File: src/sync_serial_defs.svh
`ifndef SYNC_SERIAL_DEFS_SVH
`define SYNC_SERIAL_DEFS_SVH

// register byte offsets
`define OFF_MODE 8'h00
`define OFF_CTRL0 8'h04
`define OFF_CTRL1 8'h08
`define OFF_TXBUF 8'h0C
`define OFF_RXBUF 8'h10
`define OFF_SMR3 8'h14
`define OFF_BAUD 8'h18
`define OFF_CLKSYNC 8'h1C

// register indexes used by the decoder
`define IDX_MODE 4'h0
`define IDX_CTRL0 4'h1
`define IDX_CTRL1 4'h2
`define IDX_TXBUF 4'h3
`define IDX_RXBUF 4'h4
`define IDX_SMR3 4'h5
`define IDX_BAUD 4'h6
`define IDX_CLKSYNC 4'h7
`define IDX_NONE 4'hF

// mode register fields
`define MODE_SEL_LSB 0
`define MODE_CLKDIR_BIT 3
`define MODE_CLKSYNC 3'h1

// control register zero fields
`define C0_TXEMPTY_BIT 3
`define C0_HSDIS_BIT 4
`define C0_POL_BIT 6
`define C0_ORDER_BIT 7

// control register one fields
`define C1_TE_BIT 0
`define C1_TBE_BIT 1
`define C1_RE_BIT 2
`define C1_RXF_BIT 3
`define C1_IRQSRC_BIT 4
`define C1_CLKSTOP_BIT 5

// receive buffer and special mode three fields
`define RB_OVR_BIT 12
`define S3_SSE_BIT 0
`define S3_PHASE_BIT 1
`define S3_ROLE_BIT 3
`define S3_ERR_BIT 5

// clock synchronisation register fields
`define CS_HALVE_BIT 0
`define CS_SYNC_BIT 1

// frame timing
`define FRAME_BITS 4'h8
`define OVR_CHECK_BIT 4'h6
`define IDLE_FILL 8'hFF

`endif

File: src/sync_serial_pkg.sv
package sync_serial_pkg;

	// synchronised pin inputs
	typedef struct packed {
		logic sclk;
		logic sel_n;
		logic trig_n;
		logic mrx;
		logic srx;
	} pin_in_t;

	typedef struct packed {
		pin_in_t meta;
		pin_in_t stable;
	} sync_state_t;

	typedef enum logic [1:0] {
		ENG_IDLE = 2'b00,
		ENG_RUN = 2'b01
	} eng_state_t;

	typedef struct packed {
		logic pready;
		logic [31:0] prdata;
		logic pslverr;
		logic [2:0] mode_sel;
		logic clk_dir;
		logic hs_dis;
		logic pol;
		logic msb_first;
		logic te;
		logic tbe;
		logic re;
		logic rxf;
		logic irq_src;
		logic clk_stop;
		logic [7:0] txbuf;
		logic [7:0] rxbuf;
		logic ovr;
		logic select_function_enable;
		logic phase;
		logic role;
		logic err;
		logic [7:0] baud;
		logic halve;
		logic sync_en;
		eng_state_t eng;
		logic [7:0] txsh;
		logic [7:0] rxsh;
		logic [3:0] cnt;
		logic ovr_pend;
		logic [7:0] div;
		logic gen_clk;
		logic half_clk;
		logic prev_ext;
		logic prev_lvl;
		logic prev_trig;
		logic tx_bit;
		logic mtx_oe_n;
		logic stx_oe_n;
		logic sclk_oe_n;
		logic sclk_o;
		logic tx_irq;
		logic rx_irq;
	} core_state_t;

endpackage

File: src/pin_sync.sv
`timescale 1ns/1ps
`default_nettype none

module pin_sync
	import sync_serial_pkg::*;
(
	input wire logic pclk,
	input wire logic presetn,
	input wire pin_in_t pins_raw,
	output var pin_in_t pins_sync
);

	sync_state_t st_reg;
	sync_state_t st_next;

	// idle pin levels: lines high, clock low
	localparam pin_in_t PIN_RST = '{sclk: 1'b0, sel_n: 1'b1, trig_n: 1'b1, mrx: 1'b1, srx: 1'b1};

	// two flip-flop stages, only the second one is visible
	always_comb
	begin
		st_next = st_reg;
		st_next.meta = pins_raw;
		st_next.stable = st_reg.meta;
	end

	always_ff @(posedge pclk or negedge presetn)
	begin
		if (!presetn)
			st_reg <= '{meta: PIN_RST, stable: PIN_RST};
		else
			st_reg <= st_next;
	end

	assign pins_sync = st_reg.stable;

endmodule
`default_nettype wire

File: src/sync_serial_core.sv
// Functional notes
// - select enable bit turns on select-pin mode
// - role bit one is slave, zero master
// - slave, select high: float pins, ignore clock
// - slave, select low: accept clock and transfer
// - master, select high: drive clock and transfer
// - master, select low: float pins, set fault
// - fault cleared by software only while select high
// - phase and polarity bits give four clockings
// - slave phase zero: output follows clock only
// - slave phase one: first bit at select low
// - external sync frames are exactly eight bits
// - external sync mode takes clock from pin
// - enables plus loaded data, then trigger starts
// - transmit interrupt at load or at completion
// - receive interrupt when frame reaches buffer
// - overrun when seventh bit meets unread buffer
// - overrun raises neither receive flag nor interrupt
// - external clock used direct or halved
// - stop bit halts transfer clock in sync mode
`timescale 1ns/1ps
`default_nettype none
`include "sync_serial_defs.svh"

module sync_serial_core
	import sync_serial_pkg::*;
(
	input wire logic pclk,
	input wire logic presetn,
	input wire logic psel,
	input wire logic penable,
	input wire logic pwrite,
	input wire logic [7:0] paddr,
	input wire logic [31:0] pwdata,
	output logic [31:0] prdata,
	output logic pready,
	output logic pslverr,
	input wire logic serial_clock_pin_i,
	output logic serial_clock_pin_o,
	output logic serial_clock_pin_oe_n,
	input wire logic slave_select_in_n,
	input wire logic trigger_in_pin_n,
	input wire logic master_rx_pin,
	input wire logic slave_rx_pin,
	output logic master_tx_pin_o,
	output logic master_tx_pin_oe_n,
	output logic slave_tx_pin_o,
	output logic slave_tx_pin_oe_n,
	output logic tx_irq,
	output logic rx_irq
);

	localparam core_state_t RST = '{tbe: 1'b1, tx_bit: 1'b1, mtx_oe_n: 1'b1, stx_oe_n: 1'b1,
		sclk_oe_n: 1'b1, prev_trig: 1'b1, eng: ENG_IDLE, default: '0};

	core_state_t st_reg;
	core_state_t st_next;
	pin_in_t pins_raw;
	pin_in_t pins_s;
	logic [3:0] idx;
	logic [31:0] rd_data;
	logic wr_acc;
	logic rd_acc;
	logic active;
	logic slave_m;
	logic ext_m;
	logic sel_hi;
	logic fault_cond;
	logic lvl;
	logic edge_ok;
	logic lead;
	logic trail;
	logic sample;
	logic trig_fall;
	logic start;
	logic rx_bit;
	logic ovr_now;
	logic [3:0] cnt_after;
	logic [7:0] ld;

	// register address to index
	function automatic logic [3:0] reg_index(input logic [7:0] a);
		if (a == `OFF_MODE)
			return `IDX_MODE;
		else if (a == `OFF_CTRL0)
			return `IDX_CTRL0;
		else if (a == `OFF_CTRL1)
			return `IDX_CTRL1;
		else if (a == `OFF_TXBUF)
			return `IDX_TXBUF;
		else if (a == `OFF_RXBUF)
			return `IDX_RXBUF;
		else if (a == `OFF_SMR3)
			return `IDX_SMR3;
		else if (a == `OFF_BAUD)
			return `IDX_BAUD;
		else if (a == `OFF_CLKSYNC)
			return `IDX_CLKSYNC;
		else
			return `IDX_NONE;
	endfunction

	// bit that leaves the shifter next
	function automatic logic out_bit(input logic [7:0] sh, input logic msb);
		return msb ? sh[7] : sh[0];
	endfunction

	function automatic logic [7:0] shift_out(input logic [7:0] sh, input logic msb);
		return msb ? {sh[6:0], 1'b1} : {1'b1, sh[7:1]};
	endfunction

	function automatic logic [7:0] shift_in(input logic [7:0] sh, input logic b, input logic msb);
		return msb ? {sh[6:0], b} : {b, sh[7:1]};
	endfunction

	assign pins_raw = '{sclk: serial_clock_pin_i, sel_n: slave_select_in_n,
		trig_n: trigger_in_pin_n, mrx: master_rx_pin, srx: slave_rx_pin};

	pin_sync u_sync (
		.pclk(pclk),
		.presetn(presetn),
		.pins_raw(pins_raw),
		.pins_sync(pins_s)
	);

	// read data for the addressed register
	always_comb
	begin
		idx = reg_index(paddr);
		rd_data = '0;
		if (idx == `IDX_MODE)
			rd_data = {28'h0000000, st_reg.clk_dir, st_reg.mode_sel};
		else if (idx == `IDX_CTRL0)
			rd_data = {24'h000000, st_reg.msb_first, st_reg.pol, 1'b0, st_reg.hs_dis,
				st_reg.eng == ENG_IDLE, 3'h0};
		else if (idx == `IDX_CTRL1)
			rd_data = {26'h0000000, st_reg.clk_stop, st_reg.irq_src, st_reg.rxf,
				st_reg.re, st_reg.tbe, st_reg.te};
		else if (idx == `IDX_TXBUF)
			rd_data = {24'h000000, st_reg.txbuf};
		else if (idx == `IDX_RXBUF)
			rd_data = {19'h00000, st_reg.ovr, 4'h0, st_reg.rxbuf};
		else if (idx == `IDX_SMR3)
			rd_data = {26'h0000000, st_reg.err, 1'b0, st_reg.role, 1'b0,
				st_reg.phase, st_reg.select_function_enable};
		else if (idx == `IDX_BAUD)
			rd_data = {24'h000000, st_reg.baud};
		else if (idx == `IDX_CLKSYNC)
			rd_data = {30'h00000000, st_reg.sync_en, st_reg.halve};
	end

	// bus access, then transfer engine; engine updates follow so a set beats a clear
	always_comb
	begin
		st_next = st_reg;
		st_next.pready = 1'b0;
		st_next.pslverr = 1'b0;
		st_next.tx_irq = 1'b0;
		st_next.rx_irq = 1'b0;
		wr_acc = psel && penable && st_reg.pready && pwrite;
		rd_acc = psel && penable && st_reg.pready && !pwrite;
		active = st_reg.mode_sel == `MODE_CLKSYNC;
		slave_m = st_reg.select_function_enable ? st_reg.role : st_reg.clk_dir;
		ext_m = !st_reg.select_function_enable && st_reg.clk_dir && (st_reg.halve || st_reg.sync_en);
		sel_hi = pins_s.sel_n;
		fault_cond = active && st_reg.select_function_enable && !st_reg.role && !sel_hi;
		rx_bit = (st_reg.select_function_enable && slave_m) ? pins_s.srx : pins_s.mrx;
		ld = st_reg.tbe ? `IDLE_FILL : st_reg.txbuf;
		// setup phase: answer is prepared for the access phase
		if (psel && !penable)
		begin
			st_next.pready = 1'b1;
			st_next.pslverr = idx == `IDX_NONE;
			st_next.prdata = rd_data;
		end
		// reading the receive buffer releases it
		if (rd_acc && idx == `IDX_RXBUF)
		begin
			st_next.rxf = 1'b0;
			st_next.ovr = 1'b0;
		end
		// register writes
		if (wr_acc)
		begin
			if (idx == `IDX_MODE)
			begin
				st_next.mode_sel = pwdata[`MODE_SEL_LSB +: 3];
				st_next.clk_dir = pwdata[`MODE_CLKDIR_BIT];
			end
			else if (idx == `IDX_CTRL0)
			begin
				st_next.hs_dis = pwdata[`C0_HSDIS_BIT];
				st_next.pol = pwdata[`C0_POL_BIT];
				st_next.msb_first = pwdata[`C0_ORDER_BIT];
			end
			else if (idx == `IDX_CTRL1)
			begin
				st_next.te = pwdata[`C1_TE_BIT];
				st_next.re = pwdata[`C1_RE_BIT];
				st_next.irq_src = pwdata[`C1_IRQSRC_BIT];
				st_next.clk_stop = pwdata[`C1_CLKSTOP_BIT];
			end
			else if (idx == `IDX_TXBUF)
			begin
				st_next.txbuf = pwdata[7:0];
				st_next.tbe = 1'b0;
			end
			else if (idx == `IDX_SMR3)
			begin
				st_next.select_function_enable = pwdata[`S3_SSE_BIT];
				st_next.phase = pwdata[`S3_PHASE_BIT];
				st_next.role = pwdata[`S3_ROLE_BIT];
				if (!pwdata[`S3_ERR_BIT] && sel_hi)
					st_next.err = 1'b0;
			end
			else if (idx == `IDX_BAUD)
				st_next.baud = pwdata[7:0];
			else if (idx == `IDX_CLKSYNC)
			begin
				st_next.halve = pwdata[`CS_HALVE_BIT];
				st_next.sync_en = pwdata[`CS_SYNC_BIT];
			end
		end
		// idle clocks rest at the polarity level, so a start shows no false edge
		if (st_reg.eng == ENG_IDLE)
		begin
			st_next.half_clk = st_reg.pol;
			st_next.gen_clk = st_reg.pol;
		end
		// halved external clock toggles on each rising pin edge
		else if (pins_s.sclk && !st_reg.prev_ext)
			st_next.half_clk = !st_reg.half_clk;
		st_next.prev_ext = pins_s.sclk;
		lvl = slave_m ? ((ext_m && st_reg.halve) ? st_reg.half_clk : pins_s.sclk) : st_reg.gen_clk;
		st_next.prev_lvl = lvl;
		// clock edges count only while running and not gated off
		edge_ok = st_reg.eng == ENG_RUN && lvl != st_reg.prev_lvl
			&& !(st_reg.select_function_enable && slave_m && sel_hi)
			&& !(ext_m && st_reg.clk_stop);
		lead = edge_ok && lvl != st_reg.pol;
		trail = edge_ok && lvl == st_reg.pol;
		sample = st_reg.phase ? lead : trail;
		trig_fall = st_reg.prev_trig && !pins_s.trig_n;
		st_next.prev_trig = pins_s.trig_n;
		// start condition per mode
		start = 1'b0;
		if (st_reg.eng == ENG_IDLE && active && !fault_cond)
		begin
			if (ext_m)
				start = st_reg.te && st_reg.re && !st_reg.tbe && trig_fall;
			else if (!slave_m)
				start = st_reg.te && !st_reg.tbe && !(st_reg.select_function_enable && st_reg.err);
			else if (st_reg.select_function_enable)
				start = !sel_hi && (st_reg.te || st_reg.re);
			else
				start = st_reg.te && !st_reg.tbe;
		end
		ovr_now = sample && st_reg.cnt == `OVR_CHECK_BIT && st_reg.rxf && st_reg.re;
		cnt_after = sample ? st_reg.cnt + 4'h1 : st_reg.cnt;
		if (start)
		begin
			st_next.eng = ENG_RUN;
			st_next.cnt = '0;
			st_next.ovr_pend = 1'b0;
			st_next.txsh = ld;
			st_next.div = '0;
			st_next.gen_clk = st_reg.pol;
			if (!st_reg.tbe)
			begin
				st_next.tbe = 1'b1;
				st_next.tx_irq = !st_reg.irq_src;
			end
			if (st_reg.phase)
				st_next.tx_bit = out_bit(ld, st_reg.msb_first);
		end
		else if (st_reg.eng == ENG_RUN)
		begin
			// master clock generator: half period of baud plus one cycles
			if (!slave_m)
			begin
				if (st_reg.div == st_reg.baud)
				begin
					st_next.div = '0;
					st_next.gen_clk = !st_reg.gen_clk;
				end
				else
					st_next.div = st_reg.div + 8'h01;
			end
			if (lead && !st_reg.phase)
			begin
				st_next.tx_bit = out_bit(st_reg.txsh, st_reg.msb_first);
				st_next.txsh = shift_out(st_reg.txsh, st_reg.msb_first);
			end
			if (sample)
			begin
				st_next.rxsh = shift_in(st_reg.rxsh, rx_bit, st_reg.msb_first);
				st_next.cnt = cnt_after;
				if (ovr_now)
					st_next.ovr_pend = 1'b1;
			end
			if (trail && cnt_after == `FRAME_BITS)
			begin
				st_next.eng = ENG_IDLE;
				st_next.gen_clk = st_reg.pol;
				st_next.tx_irq = st_reg.irq_src;
				if (st_reg.re)
				begin
					st_next.rxbuf = st_next.rxsh;
					if (st_reg.ovr_pend || ovr_now)
						st_next.ovr = 1'b1;
					else
					begin
						st_next.rxf = 1'b1;
						st_next.rx_irq = 1'b1;
					end
				end
			end
			else if (trail && st_reg.phase)
			begin
				st_next.txsh = shift_out(st_reg.txsh, st_reg.msb_first);
				st_next.tx_bit = out_bit(st_next.txsh, st_reg.msb_first);
			end
		end
		// competing master: fault, abort, stop the clock
		if (fault_cond)
		begin
			st_next.err = 1'b1;
			st_next.eng = ENG_IDLE;
			st_next.gen_clk = st_reg.pol;
		end
		// a deselected slave drops its frame, so the next select starts afresh
		if (st_reg.select_function_enable && slave_m && sel_hi)
			st_next.eng = ENG_IDLE;
		if (!active)
			st_next.eng = ENG_IDLE;
		// pin drivers, floated in the cases that forbid driving
		st_next.sclk_o = st_next.gen_clk;
		st_next.sclk_oe_n = !(active && !slave_m && !(st_reg.select_function_enable && st_next.err));
		st_next.mtx_oe_n = !(active && !(st_reg.select_function_enable && slave_m)
			&& !(st_reg.select_function_enable && !slave_m && st_next.err));
		st_next.stx_oe_n = !(active && st_reg.select_function_enable && slave_m && !sel_hi);
	end

	always_ff @(posedge pclk or negedge presetn)
	begin
		if (!presetn)
			st_reg <= RST;
		else
			st_reg <= st_next;
	end

	// outputs straight from the state flip-flops
	assign prdata = st_reg.prdata;
	assign pready = st_reg.pready;
	assign pslverr = st_reg.pslverr;
	assign serial_clock_pin_o = st_reg.sclk_o;
	assign serial_clock_pin_oe_n = st_reg.sclk_oe_n;
	assign master_tx_pin_o = st_reg.tx_bit;
	assign master_tx_pin_oe_n = st_reg.mtx_oe_n;
	assign slave_tx_pin_o = st_reg.tx_bit;
	assign slave_tx_pin_oe_n = st_reg.stx_oe_n;
	assign tx_irq = st_reg.tx_irq;
	assign rx_irq = st_reg.rx_irq;
endmodule
`default_nettype wire

File: config.mk
export PLATFORM = sky130hd
export DESIGN_NAME = sync_serial_core
export DESIGN_NICKNAME = d
export VERILOG_FILES = /design/src/sync_serial_pkg.sv /design/src/pin_sync.sv /design/src/sync_serial_core.sv
export VERILOG_INCLUDE_DIRS = /design/src
export SDC_FILE = /design/constraint.sdc
export NUM_CORES = 1
export LEC_CHECK = 0
export ABC_AREA = 1
export BUFFER_PORTS_ARGS = -buffer_cell sky130_fd_sc_hd__buf_4
export CORE_MARGIN = 1
export CORE_UTILIZATION = 50
export CTS_BUF_LIST = sky130_fd_sc_hd__clkbuf_8
export CTS_CLUSTER_SIZE = 16
export DETAILED_ROUTE_END_ITERATION = 10
export PLACE_DENSITY = 0.72
export SLEW_MARGIN = 5
export SYNTH_ARGS = -nofsm -noshare
export SYNTH_HDL_FRONTEND = slang
export SYNTH_SLANG_ARGS = --single-unit
File: constraint.sdc
create_clock -name pclk -period 3.6 [get_ports pclk]
set_input_delay 0.18 -clock pclk [delete_from_list [all_inputs] [get_ports pclk]]
set_output_delay 0.18 -clock pclk [all_outputs]
set_load 0.05 [all_outputs]
# [After elaboration in Yosys (flattened, before gate mapping)]
# Cells that the tools add are included.
# Widths: inputs -> output; s select.
[classes] n_mul=0 bitwise_logic=7 n_addsub=2 n_div=0 shifts=0 n_reduce_logical=95 n_lt_le_gt_ge=0 eq_ne=27 mux=98
[op_table] cell="$mux 8" n=10
[op_table] cell="$mux 13" n=6
[op_table] cell="$mux 11" n=5
[op_table] cell="$mux 1" n=50
[op_table] cell="$logic_and 1x1->1" n=47
[op_table] cell="$mux 4" n=9
[op_table] cell="$mux 34" n=1
[op_table] cell="$eq 8x5->1 const B" n=4
[op_table] cell="$mux 32" n=1
[op_table] cell="$logic_not 1->1" n=24
[op_table] cell="$mux 2" n=12
[op_table] cell="$eq 4x3->1 const B" n=5
[op_table] cell="$mux 10" n=2
[op_table] cell="$eq 8x4->1 const B" n=2
[op_table] cell="$mux 14" n=1
[op_table] cell="$reduce_and 2->1" n=6
[op_table] cell="$ne 5x1->1 const B" n=2
[op_table] cell="$mux 9" n=1
[op_table] cell="$add 8x1->8 const B" n=1
[op_table] cell="$eq 4x2->1 const B" n=2
[op_table] cell="$eq 4x4->1 const B" n=2
[op_table] cell="$eq 8x3->1 const B" n=1
[op_table] cell="$eq 8x8->1" n=1
[op_table] cell="$logic_not 8->1" n=1
[op_table] cell="19 further kinds" n=33
[word_totals] inputBits=50 word_cells=280 output_inout_bits=42 latchBits=0 rom_bits=0 memories=0 mem_bits_rw=0 reg_bits=130

# [Depth between registers and ports, before layout]
# Gate-level depths: netlist of run 1.
[logic_depth] word_depth=23 ltp_mapped=19 depth_no_buf=17

# [Hierarchy]
# Synthesis of run 1 repeated with hierarchy kept, for this count alone.
[hier_totals] cells_unflattened=748 area_unflattened_um2=5815.6
[by_module_without_submodules] module="sync_serial_core" instances=1 seq_area_each_um2=2409.8 cells_per_inst=738 area_per_inst_um2=5555.3
[by_module_without_submodules] module="pin_sync" instances=1 seq_area_each_um2=260.2 cells_per_inst=10 area_per_inst_um2=260.2

# [Worst setup path after synthesis of run 1]
# No wires, ideal clock.
[synth_path] path_type="register -> register" start="register serial_clock_pin_o (netlist name)" end="register st_reg[33] (netlist bit)" path_slack_ps=1075 path_buffers=2 synth_period_minus_slack_ps=2525 setup_ps=118 arrival_ps=2407 t_required_ps=3482 path_stages_with_launch=17 cell_sequence="dfrtp_1 > inv_1 > nand2_2 > nand2_1 > nand2_1 > nand2_1 > nand3_4 > nand2_4 > buf_6 > ha_1 > o2111ai_2 > clkinv_2 > nand2_4 > buf_4 > nand2_1 > nand3_1 > nand2_1"
[synth_lines] item="to (signal assigned)" line_no="sync_serial_core.sv:349" source="st_reg <= st_next;"
[synth_lines] item="to (decl)" line_no="sync_serial_core.sv:56" source="core_state_t st_reg;"

# [Worst setup path after layout of run 1]
[layout_path] start="register st_reg[56] (netlist bit)" end="register st_reg[58] (netlist bit)"
[layout_via] elab_chain_len=16 word_cells_on_any_way=41 classes_between="eq/ne: 4; mux: 12; bitwise: 1; reduce/logical: 24"
[layout_rtl] item="$logic_not 1->1" line_no="sync_serial_core.sv:164" source="ext_m = !st_reg.select_function_enable && st_reg.clk_dir && (st_reg.halve || st_reg.sync_en);"
[layout_rtl] item="$logic_and 1x1->1 (2 in a row)" line_no="sync_serial_core.sv:164"
[layout_rtl] item="$logic_and 1x1->1" line_no="sync_serial_core.sv:234" source="lvl = slave_m ? ((ext_m && st_reg.halve) ? st_reg.half_clk : pins_s.sclk) : st_reg.gen_clk;"
[layout_rtl] item="$mux 1 (2 in a row)" line_no="sync_serial_core.sv:234"
[layout_rtl] item="$ne 1x1->1" line_no="sync_serial_core.sv:237" source="edge_ok = st_reg.eng == ENG_RUN && lvl != st_reg.prev_lvl"
[layout_rtl] item="$logic_and 1x1->1" line_no="sync_serial_core.sv:237"
[layout_rtl] item="$logic_and 1x1->1" line_no="sync_serial_core.sv:238" source="&& !(st_reg.select_function_enable && slave_m && sel_hi)"
[layout_rtl] item="$logic_and 1x1->1" line_no="sync_serial_core.sv:239" source="&& !(ext_m && st_reg.clk_stop);"
[layout_rtl] item="$logic_and 1x1->1, on equally long branches" line_no="sync_serial_core.sv:241, sync_serial_core.sv:240"
[layout_rtl] item="$mux 1" line_no="sync_serial_core.sv:242" source="sample = st_reg.phase ? lead : trail;"
[layout_rtl] item="$mux 4" line_no="sync_serial_core.sv:259" source="cnt_after = sample ? st_reg.cnt + 4'h1 : st_reg.cnt;"
[layout_rtl] item="$eq 4x4->1 (no source line)"
[layout_rtl] item="$logic_and 1x1->1 (no source line)"
[layout_rtl] item="$reduce_and 4->1 (no source line)"
# Several ways; a longest one is shown, not always the timed one. The select of a mux whose other input is x is not followed.
# A chain may end at the register's enable or synchronous reset.

==> out/results.ini, run 1 <==
[logic_synthesis]
seq_area_frac_synth_pct=45.7
syn_inst=735
ys_seq_elements=106
async_flop_share_pct=100
synth_area_um2=5840
synth-adder-area-share_pct=0.856
synth-compound-area-share_pct=15.5
synth_top_family_by_area=simple AND/OR/NAND/NOR gates
synth_cell_types=46
synth_edf_count=0
yosys.area_share.simple_pct=23.9
ys.flop_type=dfrtp_1
synth_mux_area_share_pct=0.171
syn_area_per_cell_um2=7.95
synth_xor_area_share_pct=1.05
ys_warn_count=0

[critical_path]
start_kind=flop
cp_slowest_stage_delay_ns=0.57
cpMostUsedCell=nand2_1
critPathRequiredTime_ns=3.89
worst_setup_path_end_kind=flop
crit_slowest_cell=dfrtp_1
worstPathCellList=nand2_4 -> o21ai_4 -> inv_2 -> nand2_2 -> nand2_1 -> nand2_1 -> nand2_1 -> nand3_4 -> nand2_4 -> ha_1 -> o2111ai_2 -> clkinv_2 -> nand2_4 -> nor2_8 -> inv_1 -> nand2_1 -> nand2_1
critPathKind=reg -> reg
crit_arrival_ns=3.33
crit_fanout=15

[die]
fp.dieH_um=110
io_pins=92
row_count=39
dieWidth_um=110
core_um2=11400
dieArea_um2=12100
initial_core_util_pct=51.2

[layout]
final_cell_mix=192 x nand2_1, 104 x inv_1, 92 x dfrtp_1
largest_reg_flops=78
drive_gt1_share_pct=14.3
final_cells=924
final_common_cell=nand2_1
seqCellArea_um2=2670
fill_cells=1043
diodes=0
nNetsFinal=830
area_delta_synth_final_pct=9.01
multiInputGateArea_um2=2510

[sta]
setup_tns_ns=0
timing.fmax_mhz=329
rsz0062_at_grt=no
period_minus_slack_ns=3.04
whs_ns=0.100
fin_crit_sh_pct=84.4
timing.final.ws_setup_ns=0.563
clock_skew_ns=0.0203
slew_violations=0
slew_headroom_pct=45.1
setup_violations=0
hold_viol_final=0
worstMarginPinSlew_ns=0.824

[route]
vias=5085
ant_nets=0
routed_wl_um=14400
drt_first_pass_iters=6
drc=0
vias_per_cell=5.50
drt_iter0_drc=505
post_drt_wl_per_cell_um=15.6

[global_routing]
grt_usage_pct=25.4
antenna_found_initial=0
grt_pass1_wl_um=23200
first_global_vias=4674
grt_max_degree=67
grt_overflow=0

[power]
power_frac_clock_pct=32.5
ir_worst_vdd_mv=0.211
seqPwrFrac_pct=58.7
finalPower_w=0.00208
swShare_pct=27.6
power.density_nw_per_um2=326
power_frac_comb_pct=8.8
intPower_w=0.00150
power.leakage_nw=3.22
p_sw_w=0.000574

[run_status]
status=complete, no violations

[clocking]
numCtsBuffers=9
htree_levels=3
clock-sinks=106
clockBufferDepth=2
tritoncts=built
cts.repair.resized=0
cts-root-buf=clkbuf_8
clk_latency_ns=0.39
path_clk_slew_ns=0.11

[place]
portBuffers=44
pre_cts_slack_ns=0.559
gp_congestion=0.978
dp_hpwl_um=10800
dp_cells=902

[min_path]
worstHoldPathType=in -> reg

[job]
max_cap_violations=0

[cell type report]
cell class | count | share of cell area (%)
inverter | 109 | 6.44
tap | 143 | 2.81
timing repair buffer | 55 | 6.72
clock buffer | 9 | 1.94
clock inverter | 7 | 0.746
sequential | 106 | 41.9
multi-input combinational | 495 | 39.4
[stage by stage]
step / util, % / area, um2
finish: 55.8 / 6370
global route: 55.8 / 6370
CTS: 55.8 / 6370
detailed placement: 53.8 / 6140
global placement: 53.8 / 6140
floorplan: - / 5930
[what timing repair did]
| item | CTS | global route |
|---|---|---|
| hold buffers | 6 | 0 |
| setup buffers | 0 | 0 |
| endpoints found under the hold margin | 36 | 0 |
[metal layers]
metal / vias to the layer above / part of all wire [%] / GRT usage, %
met5: - / 0 / 0
met4: 0 / 2.7 / 11.0
li1: 2426 / - / -
met3: 34 / 5.8 / 2.65
met2: 200 / 48 / 42.1
met1: 2425 / 43 / 34.0
[power groups by stage]
stage | registers (W) | logic, W | clock network, W
floorplan | 0.00124 | 0.000131 | 0
global placement | 0.00124 | 0.000176 | 0
detailed placement | 0.00124 | 0.000179 | 0
CTS | 0.00122 | 0.000184 | 0.000685
global route | 0.00122 | 0.000200 | 0.000731
finish | 0.00122 | 0.000183 | 0.000675
[worst paths after layout]
| path | depth (start not counted) | slack (ns) | start | end |
|---|---|---|---|---|
| worst max-delay path | 17 | 0.56 | st_reg[56]$_DFFE_PN0P_ | st_reg[58]$_DFFE_PN0P_ |
| worst min-delay path | 3 | 0.10 | pwdata[7] | st_reg[73]$_DFFE_PN0P_ |
| worst max register to register | 17 | 0.56 | st_reg[56]$_DFFE_PN0P_ | st_reg[58]$_DFFE_PN0P_ |
| worst min register to register | 0 | 0.36 | u_sync.st_next[0]$_DFF_PN1_ | u_sync.pins_sync[0]$_DFF_PN1_ |
| max in group asynchronous | 3 | 2.54 | presetn | pslverr$_DFF_PN0_ |
| min in group asynchronous | 3 | 0.38 | presetn | st_reg[37]$_DFFE_PN0P_ |
[worst max-delay path, delay by kind of cell, from the launching register on]
kind,cells,cell delay [ns]
AOI/OAI and AO/OA,2,0.26
DFF,1,0.57
buffers and inverters,3,0.38
and+or+nand+nor,11,1.37
adders and majority gates,1,0.34
[synth_stat cells, types with 3 or more instances]
cell,count,area share (%)
a21oi_1,8,0.69
a31oi_1,3,0.32
buf_4,34,4.4
buf_6,4,0.77
clkbuf_1,8,0.51
dfrtp_1,92,39
dfstp_2,14,6.3
ha_1,4,0.86
inv_1,102,6.6
inv_2,5,0.32
nand2_1,192,12
nand2_2,3,0.32
nand2_4,3,0.58
nand3_1,46,3.9
nand3_4,5,1.5
nand4_1,10,1.1
nor2_1,26,1.7
nor3_1,9,0.77
nor4_1,3,0.32
o211ai_1,7,0.90
o21ai_0,88,7.5
o21ai_1,13,1.1
o21ai_2,9,1.3
o221ai_1,3,0.45
o22ai_1,14,1.5
or2_2,3,0.32
xor2_1,6,0.90
[logic make-up after synthesis]
group                    Yosys count
AO/OA/AOI/OAI                    155
other                              1
adder cells (fa/ha/maj)            4
AND/OR/NAND/NOR                  305
flip-flops                       106
multiplexers                       1
buffers and inverters            156
XOR/XNOR                           7
(Power assumes the default switching activity.)
==> run 2: changes to the inputs <==
==> constraint.sdc (replaced) <==
create_clock -name pclk -period 3.15 [get_ports pclk]
set_input_delay 0.1575 -clock pclk [delete_from_list [all_inputs] [get_ports pclk]]
set_output_delay 0.1575 -clock pclk [all_outputs]
set_load 0.05 [all_outputs]
==> out/results.ini, run 2 (synthesis gave the netlist of run 1 again) <==
[place]
dp_hpwl_um=10700
gp_congestion=0.971
portBuffers=44
pre_cts_slack_ns=0.141

[clocking]
clockBufferDepth=2
cts-root-buf=clkbuf_8
tritoncts=built
numCtsBuffers=9
clock-sinks=106
post_cts_buffers=0
clk_latency_ns=0.38
htree_levels=3
path_clk_slew_ns=0.10

[run_status]
status=complete, no violations

[route]
met3_length_um=730
routed_wl_um=14100
ant_nets=0
routed.top_layer=met4
drc=0
post_drt_wl_per_cell_um=15.3
routedLengthMet1_um=6280
vias_per_cell=5.44
vias=5035
met2_length_um=6760
drt_iter0_drc=393
drt_first_pass_iters=5

[sta]
rsz0062_at_grt=no
hold_viol_final=0
setup_violations=0
fin_crit_sh_pct=92.3
slew_violations=0
period_minus_slack_ns=2.91
timing.fmax_mhz=344
slew_headroom_pct=36.0
timing.final.ws_setup_ns=0.241
worstMarginPinSlew_ns=0.961
setup_tns_ns=0
clock_skew_ns=0.0162

[critical_path]
worst_setup_path_end_kind=flop
crit_fanout=15
reg2reg_slack_ns=0.24
critPathRequiredTime_ns=3.43
rr_startpoint=st_reg[56]$_DFFE_PN0P_
start_kind=flop
ff2ff_path_depth=16
crit_slowest_cell=dfrtp_2
critPathKind=reg -> reg
cp_slowest_stage_delay_ns=0.49
crit_arrival_ns=3.19
r2r-end=st_reg[59]$_DFFE_PN0P_
cpMostUsedCell=nand2_1
worstPathCellList=o21ai_4 -> inv_2 -> nand2_2 -> nand2_1 -> nand2_1 -> nand2_1 -> nand3_4 -> nand2_4 -> ha_1 -> o2111ai_2 -> clkinv_2 -> nand2_4 -> nor2_8 -> inv_1 -> nand2_1 -> nand2_1

[die]
io_pins=92
dieWidth_um=110
row_count=39
dieArea_um2=12100
fp.dieH_um=110
initial_core_util_pct=51.2
core_um2=11400

[layout]
final_cell_mix=192 x nand2_1, 103 x inv_1, 90 x dfrtp_1
area_delta_synth_final_pct=10.1
largest_reg_flops=78
nNetsFinal=831
diodes=0
drive_gt1_share_pct=14.8
fill_cells=1056
final_common_cell=nand2_1

[power]
ir_worst_vdd_mv=0.307
intPower_w=0.00191
power.density_nw_per_um2=397
power.leakage_nw=3.25
seqPwrFrac_pct=54.6
power_frac_comb_pct=8.1
swShare_pct=25.3
power_frac_clock_pct=37.2
p_sw_w=0.000647

[global_routing]
grt_overflow=0
grt_usage_pct=25.0
antenna_found_initial=0
grt_max_degree=76
grt_pass1_wl_um=22700
first_global_vias=4606

[min_path]
min_path_cells=3
worstHoldPathType=in -> reg
holdPathEnd=st_reg[72]$_DFFE_PN0P_
min_from=pwdata[6]

[job]
max_cap_violations=0

[run 2: changes by cell type in the layout (fill, tap and decap cells not counted), sizes merged]
| cell | delta |
|---|---|
| inv | -1 |
| clkinv | +1 |
| clkinvlp | -3 |
| buf | +1 |
| bufinv | +2 |
| clkbuf | +1 |
[run 2: layout make-up]
cell class	instances	area [um2]	share of cell area, %
inverters	109	410	6.38
repair buffers	56	435	6.76
multi-input cells	495	2510	39.0
clock inverters	6	90.1	1.40
flip-flops and latches	106	2670	41.5
well taps	143	179	2.78
clock buffers	10	138	2.14
[run 2: worst max-delay path: cells and delay by family (launching register included)]
| family | cells | cell delay (ns) |
|---|---|---|
| compound gates | 2 | 0.37 |
| fa+ha+maj | 1 | 0.33 |
| buf+inv | 3 | 0.39 |
| flops | 1 | 0.49 |
| simple gates | 10 | 1.24 |
[run 2: timing repair]
action	in CTS	in global routing
gates resized for setup	0	3
setup endpoints to repair	0	5
hold buffers	6	0
hold endpoints to repair	75	0
[run 2: power groups by stage]
stage,sequential (W),combinational [W],clock [W]
5_1_grt,0.00140,0.000228,0.00102
3_5_place_dp,0.00142,0.000204,0
3_3_place_gp,0.00142,0.000201,0
4_1_cts,0.00139,0.000210,0.000964
2_1_floorplan,0.00142,0.000150,0
6_report,0.00139,0.000208,0.000950
[run 2: through the flow]
step | utilization, % | total power [W] | cell area, um2 | hold WS (ns) | instances
global route | 56.4 | 0.00265 | 6440 | 0.0905 | 925
CTS | 56.4 | 0.00257 | 6430 | 0.0774 | 925
floorplan | - | 0.00157 | 5930 | -0.138 | 757
finish | 56.4 | 0.00255 | 6440 | 0.0806 | 925
detailed placement | 53.8 | 0.00162 | 6150 | 0.267 | 903
global placement | 53.8 | 0.00162 | 6150 | 0.265 | 903
[run 2: worst max-delay path by stage]
stage	start	end	slack, ns	depth (start not counted)
after detailed placement	st_reg[56]$_DFFE_PN0P_	st_reg[59]$_DFFE_PN0P_	0.14	17
final	st_reg[56]$_DFFE_PN0P_	st_reg[59]$_DFFE_PN0P_	0.24	16
after global placement	st_reg[56]$_DFFE_PN0P_	st_reg[61]$_DFFE_PN0P_	0.24	17
after floorplan	serial_clock_pin_o$_DFF_PN0_	st_reg[33]$_DFFE_PN0P_	0.62	16
after CTS	st_reg[56]$_DFFE_PN0P_	st_reg[59]$_DFFE_PN0P_	0.14	17
after global routing	st_reg[56]$_DFFE_PN0P_	st_reg[59]$_DFFE_PN0P_	0.009	16
[run 2: routing by layer]
layer	GRT usage (%)	vias to the layer above
met5	0	-
met4	9.87	0
met3	3.88	30
met2	40.9	170
met1	33.3	2404
li1	-	2431
